--- src/hdl/sat_lane.sv ---
`timescale 1ns/1ps
`default_nettype none

// ****************************************************************
// Shared constants and operation codes
// ****************************************************************
package sat_alu_pkg;
    localparam int WORD_W = 32;
    localparam int HALF_W = 16;
    localparam int BYTE_W = 8;
    localparam int HALF_LANES = WORD_W / HALF_W;
    localparam int BYTE_LANES = WORD_W / BYTE_W;
    localparam logic [WORD_W-1:0] RESULT_RST = 32'h0000_0000;
    localparam logic SAT_FLAG_RST = 1'b0;

    typedef enum logic [2:0] {
        op_sat_double_add,
        op_sat_double_sub,
        op_sat_sub_word,
        op_sat_sub_add_exchange,
        op_sat_sub_halfwords,
        op_sat_sub_bytes
    } op_e;
endpackage

// ****************************************************************
// One signed lane: add or subtract, clamped to the lane width
// ****************************************************************
module sat_lane #(
    parameter int W = 32
) (
    input wire logic [W-1:0] lane_a,
    input wire logic [W-1:0] lane_b,
    input wire logic lane_sub,
    output logic [W-1:0] lane_res,
    output logic lane_sat
);
    logic [W:0] ax;
    logic [W:0] bx;
    logic [W:0] sum;

    // One guard bit is enough: a W-bit sum or difference fits in W+1 bits
    assign ax = {lane_a[W-1], lane_a};
    assign bx = {lane_b[W-1], lane_b};
    assign sum = lane_sub ? (ax - bx) : (ax + bx);
    assign lane_sat = sum[W] ^ sum[W-1];
    assign lane_res = lane_sat ? (sum[W] ? {1'b1, {(W-1){1'b0}}} : {1'b0, {(W-1){1'b1}}})
                               : sum[W-1:0];
endmodule

`default_nettype wire

--- src/hdl/saturating_subtract_double_alu.sv ---
`timescale 1ns/1ps
`default_nettype none

// What this block does
// RULE1 - Double add: saturate 2*second, add first, saturate
// RULE2 - Double sub: saturate 2*second, subtract from first
// RULE3 - Doubling ops set flag on either saturation
// RULE4 - Word subtract first minus second, clamp, flag
// RULE5 - Exchange low: first low plus second high
// RULE6 - Exchange high: first high minus second low
// RULE7 - Halfword lanes subtract independently, clamp to 16
// RULE8 - Four byte lanes subtract independently, clamp to 8
// RULE9 - Caller avoids registers 13 and 15
// RULE10 - Result and flag only set when condition check passes; sat_clr clears flag regardless
// RULE11 - Saturation flag is sticky, set by ops, cleared only by sat_clr
// RULE12 - Packed and exchange ops never touch flag
module saturating_subtract_double_alu
    import sat_alu_pkg::*;
(
    input wire logic clk_sys,
    input wire logic nrst,
    input wire logic op_valid,
    input wire logic cond_pass,
    input wire op_e op_sel,
    input wire logic [WORD_W-1:0] op_first,
    input wire logic [WORD_W-1:0] op_second,
    input wire logic sat_clr,
    output logic [WORD_W-1:0] result,
    output logic result_valid,
    output logic sat_flag
);
    typedef struct packed {
        logic [WORD_W-1:0] result;
        logic res_valid;
        logic sat_flag;
    } alu_state_s;

    alu_state_s st_q;
    alu_state_s st_d;

    logic issue;
    logic is_double;
    logic is_xchg;
    logic [WORD_W-1:0] dbl_res;
    logic dbl_sat;
    logic [WORD_W-1:0] word_b;
    logic [WORD_W-1:0] word_res;
    logic word_sat;
    logic [WORD_W-1:0] half_res;
    logic [WORD_W-1:0] byte_res;

    // ************************************************************
    // Datapath
    // ************************************************************
    assign issue = op_valid & cond_pass;
    assign is_double = (op_sel == op_sat_double_add) || (op_sel == op_sat_double_sub);
    assign is_xchg = (op_sel == op_sat_sub_add_exchange);

    // Doubling is second + second through the same clamp as any add
    sat_lane #(.W(WORD_W)) u_double (
        .lane_a(op_second),
        .lane_b(op_second),
        .lane_sub(1'b0),
        .lane_res(dbl_res),
        .lane_sat(dbl_sat)
    );

    assign word_b = is_double ? dbl_res : op_second;

    sat_lane #(.W(WORD_W)) u_word (
        .lane_a(op_first),
        .lane_b(word_b),
        .lane_sub(op_sel != op_sat_double_add),
        .lane_res(word_res),
        .lane_sat(word_sat)
    );

    genvar gi;
    generate
        for (gi = 0; gi < HALF_LANES; gi++) begin : g_half
            logic [HALF_W-1:0] hb;
            // Exchange swaps the second operand's halves; its low lane adds
            assign hb = is_xchg ? op_second[HALF_W*(HALF_LANES-1-gi) +: HALF_W]
                                : op_second[HALF_W*gi +: HALF_W]; // RULE5 RULE6
            sat_lane #(.W(HALF_W)) u_h (
                .lane_a(op_first[HALF_W*gi +: HALF_W]),
                .lane_b(hb),
                .lane_sub(!(is_xchg && (gi == 0))), // RULE5 RULE6 RULE7
                .lane_res(half_res[HALF_W*gi +: HALF_W]),
                .lane_sat()
            );
        end
        for (gi = 0; gi < BYTE_LANES; gi++) begin : g_byte
            sat_lane #(.W(BYTE_W)) u_b (
                .lane_a(op_first[BYTE_W*gi +: BYTE_W]),
                .lane_b(op_second[BYTE_W*gi +: BYTE_W]),
                .lane_sub(1'b1), // RULE8
                .lane_res(byte_res[BYTE_W*gi +: BYTE_W]),
                .lane_sat()
            );
        end
    endgenerate

    // ************************************************************
    // Next state
    // ************************************************************
    always_comb begin
        st_d = st_q;
        st_d.res_valid = 1'b0;
        // Clear goes first so a saturation in the same cycle still sets
        if (sat_clr) begin
            st_d.sat_flag = 1'b0;
        end
        if (issue) begin // RULE10
            st_d.res_valid = 1'b1;
            case (op_sel)
                op_sat_double_add, op_sat_double_sub: begin
                    st_d.result = word_res; // RULE1 RULE2
                    if (dbl_sat || word_sat) begin
                        st_d.sat_flag = 1'b1; // RULE3 RULE11
                    end
                end
                op_sat_sub_word: begin
                    st_d.result = word_res; // RULE4
                    if (word_sat) begin
                        st_d.sat_flag = 1'b1; // RULE4 RULE11
                    end
                end
                op_sat_sub_add_exchange, op_sat_sub_halfwords: begin
                    st_d.result = half_res; // RULE12
                end
                op_sat_sub_bytes: begin
                    st_d.result = byte_res; // RULE12
                end
                default: begin
                    st_d.res_valid = 1'b0;
                end
            endcase
        end
    end

    always_ff @(posedge clk_sys or negedge nrst) begin
        if (!nrst) begin
            st_q <= '{result: RESULT_RST, res_valid: 1'b0, sat_flag: SAT_FLAG_RST};
        end else begin
            st_q <= st_d;
        end
    end

    assign result = st_q.result;
    assign result_valid = st_q.res_valid;
    assign sat_flag = st_q.sat_flag;

    // ************************************************************
    // Checks
    // ************************************************************
    // Reference clamp of a wide signed value to n bits; bit 32 flags clamping
    function automatic logic [WORD_W:0] ref_sat(input logic signed [33:0] v, input int n);
        logic signed [33:0] lmax;
        logic signed [33:0] lmin;
        lmax = (34'sd1 <<< (n - 1)) - 34'sd1;
        lmin = -lmax - 34'sd1;
        if (v > lmax) begin
            return {1'b1, lmax[WORD_W-1:0]};
        end else if (v < lmin) begin
            return {1'b1, lmin[WORD_W-1:0]};
        end
        return {1'b0, v[WORD_W-1:0]};
    endfunction

    // Sign-extend the n bits of x starting at bit lo
    function automatic logic signed [33:0] sx(input logic [WORD_W-1:0] x, input int lo,
                                              input int n);
        logic signed [WORD_W-1:0] u;
        u = (x >> lo) << (WORD_W - n);
        u = u >>> (WORD_W - n);
        return {{2{u[WORD_W-1]}}, u};
    endfunction

    logic [WORD_W:0] ref_dbl;
    logic [WORD_W:0] ref_dadd;
    logic [WORD_W:0] ref_dsub;
    logic [WORD_W:0] ref_wsub;
    assign ref_dbl = ref_sat(sx(op_second, 0, WORD_W) + sx(op_second, 0, WORD_W), WORD_W);
    assign ref_dadd = ref_sat(sx(op_first, 0, WORD_W) + sx(ref_dbl[WORD_W-1:0], 0, WORD_W),
                              WORD_W);
    assign ref_dsub = ref_sat(sx(op_first, 0, WORD_W) - sx(ref_dbl[WORD_W-1:0], 0, WORD_W),
                              WORD_W);
    assign ref_wsub = ref_sat(sx(op_first, 0, WORD_W) - sx(op_second, 0, WORD_W), WORD_W);

    // Lane references live in signals: a call result cannot be part-selected
    logic [WORD_W:0] ref_xlo;
    logic [WORD_W:0] ref_xhi;
    logic [WORD_W:0] ref_hlo;
    logic [WORD_W:0] ref_hhi;
    logic [WORD_W:0] ref_blo;
    assign ref_xlo = ref_sat(sx(op_first, 0, HALF_W) + sx(op_second, HALF_W, HALF_W),
                             HALF_W);
    assign ref_xhi = ref_sat(sx(op_first, HALF_W, HALF_W) - sx(op_second, 0, HALF_W),
                             HALF_W);
    assign ref_hlo = ref_sat(sx(op_first, 0, HALF_W) - sx(op_second, 0, HALF_W), HALF_W);
    assign ref_hhi = ref_sat(sx(op_first, HALF_W, HALF_W) - sx(op_second, HALF_W, HALF_W),
                             HALF_W);
    assign ref_blo = ref_sat(sx(op_first, 0, BYTE_W) - sx(op_second, 0, BYTE_W), BYTE_W);
endmodule

`default_nettype wire

--- config.mk ---
export PLATFORM = sky130hd
export DESIGN_NAME = saturating_subtract_double_alu
export DESIGN_NICKNAME = d
export VERILOG_FILES = /design/src/hdl/sat_lane.sv /design/src/hdl/saturating_subtract_double_alu.sv
export SDC_FILE = /design/constraint.sdc
export NUM_CORES = 1
export LEC_CHECK = 0
export CORE_AREA = 2 2 235 237
export CTS_CLUSTER_DIAMETER = 30
export DETAILED_ROUTE_END_ITERATION = 16
export DIE_AREA = 0 0 237 239
export DONT_BUFFER_PORTS = 1
export GPL_TIMING_DRIVEN = 0
export PLACE_DENSITY = 0.45
export SYNTH_ARGS = -nofsm -noshare
export SYNTH_HDL_FRONTEND = slang
export SYNTH_HIERARCHICAL = 1
export SYNTH_SLANG_ARGS = --single-unit
--- constraint.sdc ---
create_clock -name clk_sys -period 1.9 [get_ports clk_sys]
set_clock_uncertainty 0.2 [all_clocks]
set_input_delay 0.38 -clock clk_sys [delete_from_list [all_inputs] [get_ports clk_sys]]
set_output_delay 0.38 -clock clk_sys [all_outputs]
set_load 0.02 [all_outputs]
==> results.txt <==
----------------------------------------------------
[Clocking]
  Buffer levels on the longest clock path ... 2
  Number of H-tree branching levels ... 2
  Clock Latency Late Sink ... 0.29 ns
  Clock slew seen by the registers of the worst setup and hold paths ... 0.05 ns
  Clock root buffer master ... clkbuf_16
  Number of buffers added by the clock tree synthesis step ... 5
  CTS tree ... yes
  Number of sinks on the clock net ... 34

[Detailed routing]
  1st-iter DRT viols ... 750
  Wire per inst ... 20.1 µm
  ANT nets after route ... 0
  Number of DRC violations after detailed routing ... 0
  Count of TritonRoute iterations in the first routing pass ... 5
  Vias per cell ... 5.19
  Routed WL ... 52900 µm
  Via count ... 13624

[Timing]
  Shortest clock period the worst path allows after layout ... 8.29 ns
  Hold Slack ... -0.000577 ns
  Final count of negative-setup-slack endpoints ... 33
  Worst slew margin ... 33.5%
  Unrepaired setup endpoints after global routing ... true
  Final Max Tran Viols ... 0
  Number of hold-slack violations in the final timing report ... 1
  Max Clock Freq ... 121 MHz
  Transition at the pin with the smallest max-transition slack ... 0.994 ns
  Final cycle utilization of the critical path ... 436%
  Slack of the critical path ... -6.39 ns

[Status]
  Violations in the final reports ... hold timing, setup timing
  Status ... finished, violations left

[Placed design]
  Placed Instances ... 2550
  RD Place Congestion ... 0.858
  Worst slack after detailed placement ... -7.74 ns
  HPWL after detailed placement ... 44100 µm
  PortBufs ... 0

[Synthesis]
  Mean cell area of the mapped netlist ... 7.28 µm²
  Post-Syn Instances ... 1836
  Netlist area before placement ... 13400 µm²
  Yosys synthesis warning count ... 6

[Finish]
  Footprint of the multi-input gates ... 12400 µm²
  Non-filler instance count after layout ... 2623
  Sequential cell area ... 851 µm²
  Antenna Cells ... 0
  Fillcell total ... 5866
  P&R area growth vs syn ... 18.5%
  Number of nets in the layout ... 2134
  Share of final-layout standard cells stronger than drive strength 1 ... 20.3%

[Critical path]
  Slowest library cell on the worst path ... or4_4
  Crit Reg-Reg Endpoint ... result[9]
  Reg-to-Reg Start ... result[9]
  Worst Reg2Reg Path Length in Cells ... 2
  Flop2flop setup slack ... 0.84 ns
  Maximum fanout along the worst path ... 10
  Arrival time at the worst endpoint ... 8.29 ns
  CP Launch Type ... primary input
  Longest individual stage delay on the worst path ... 0.55 ns
  Type of element capturing the critical path ... flop
  Setup CP Type ... primary input to flop
  Worst EP required ... 1.90 ns

[Global route]
  Vias in the first global route ... 13420
  Final global-route overflow total ... 0
  First-pass GRT wire length ... 79800 µm
  Maximum number of pins on one net before global-route repair ... 35
  Antenna violations before repair ... 0
  Global-route usage over all layers ... 18.1%

[Floorplanning]
  I/O Pins ... 106
  Die Span X ... 237 µm
  Die Y-Extent ... 239 µm
  Row count ... 86
  Starting utilization of the core area ... 24.6%
  Area of the core ... 54300 µm²
  Die Outline Area ... 56600 µm²

[Power and ir drop]
  Maximum vdd drop ... 378 µV
  Ratio of total power to cell area ... 874 nW/µm²
  P_leak ... 6.17 nW
  Post-layout power ... 13.8 mW

[Min path]
  Path type of the worst min-delay path ... primary input to flop
  Endpoint, Worst Hold ... sat_flag
  Critical hold path startpoint ... op_sel[2]
  Min-Delay Path Depth ... 1

[Job]
  Max_cap viols ... 0

----------------------------------------------------
-- worst max-delay path: cells and delay by family --
family	cells	cell delay, ns
xor+xnor	4	0.84
fa+ha+maj	2	0.56
buf+inv	5	0.73
simple gates	20	3.77
mux	1	0.28
compound gates	10	1.69
-- report_power, final --
part	internal [mW]	total (mW)	switching, mW
logic	5.15	11.4	6.23
registers	1.02	1.63	0.612
clock network	0.519	0.833	0.314
-- registers in the layout, indices dropped and copies added, names as in the netlist --
| name | cells |
|---|---|
| result | 32 |
| result_valid | 1 |
| sat_flag | 1 |
-- per-layer routing --
metal | vias up | global-route usage, % | routed length (µm)
met5 | - | 0 | 0
met4 | 0 | 4.49 | 1180
met3 | 58 | 1.94 | 2640
met2 | 315 | 31.5 | 24400
met1 | 6384 | 23.9 | 24700
li1 | 6867 | - | -
-- through the flow --
step | utilization, % | TNS, ns | instance area [µm²]
after floorplan | - | -199.04 | 13600
after global placement | 26.7 | -251.20 | 14500
after global routing | 29.1 | -219.22 | 15800
final | 29.1 | -208.59 | 15800
after detailed placement | 26.7 | -251.29 | 14500
after CTS | 28.5 | -207.74 | 15500
-- what timing repair did --
item | in CTS | in global routing
buffers inserted | 43 | 19
resized for setup | 72 | 39
pin swaps | 63 | 37
gates cloned | 4 | 1
hold buffers | 3 | 0
setup endpoints to repair | 33 | 33
endpoints found under the hold margin | 35 | 0
-- cells in the final DEF, fill, tap and decap left out, drive strengths merged, types with 14 or more instances in the layout --
| cell type | count |
|---|---|
| a211oi | 18 |
| a21o | 32 |
| a21oi | 269 |
| a31oi | 65 |
| a32oi | 32 |
| buf | 104 |
| clkbuf | 53 |
| dfrtp | 34 |
| ha | 136 |
| inv | 93 |
| maj3 | 44 |
| mux2 | 32 |
| nand2 | 161 |
| nand2b | 26 |
| nand3 | 33 |
| nor2 | 155 |
| nor3 | 40 |
| nor4 | 21 |
| o211ai | 14 |
| o21ai | 118 |
| o21bai | 14 |
| xnor2 | 178 |
| xor2 | 47 |
-- worst max-delay path by stage --
stage                              from          to  cells after the start
after detailed placement   op_second[0]  result[20]                     39
after CTS                 op_second[10]   result[5]                     41
final                     op_second[10]  result[19]                     42
after global routing      op_second[10]  result[19]                     40
after global placement     op_second[0]   result[4]                     39
after floorplan            op_second[7]  result[17]                     39
-- area by class of cell --
class                      instances  share of cell area, %
clock inverter                     1                 0.0316
multi-input combinational       1632                   78.4
clock buffer                       7                  0.901
tap                              704                   5.56
sequential                        34                   5.37
inverter                          93                   2.20
buffer                            82                   3.22
timing repair buffer              70                   4.27
No activity file was read; power rests on OpenSTA's default activity.
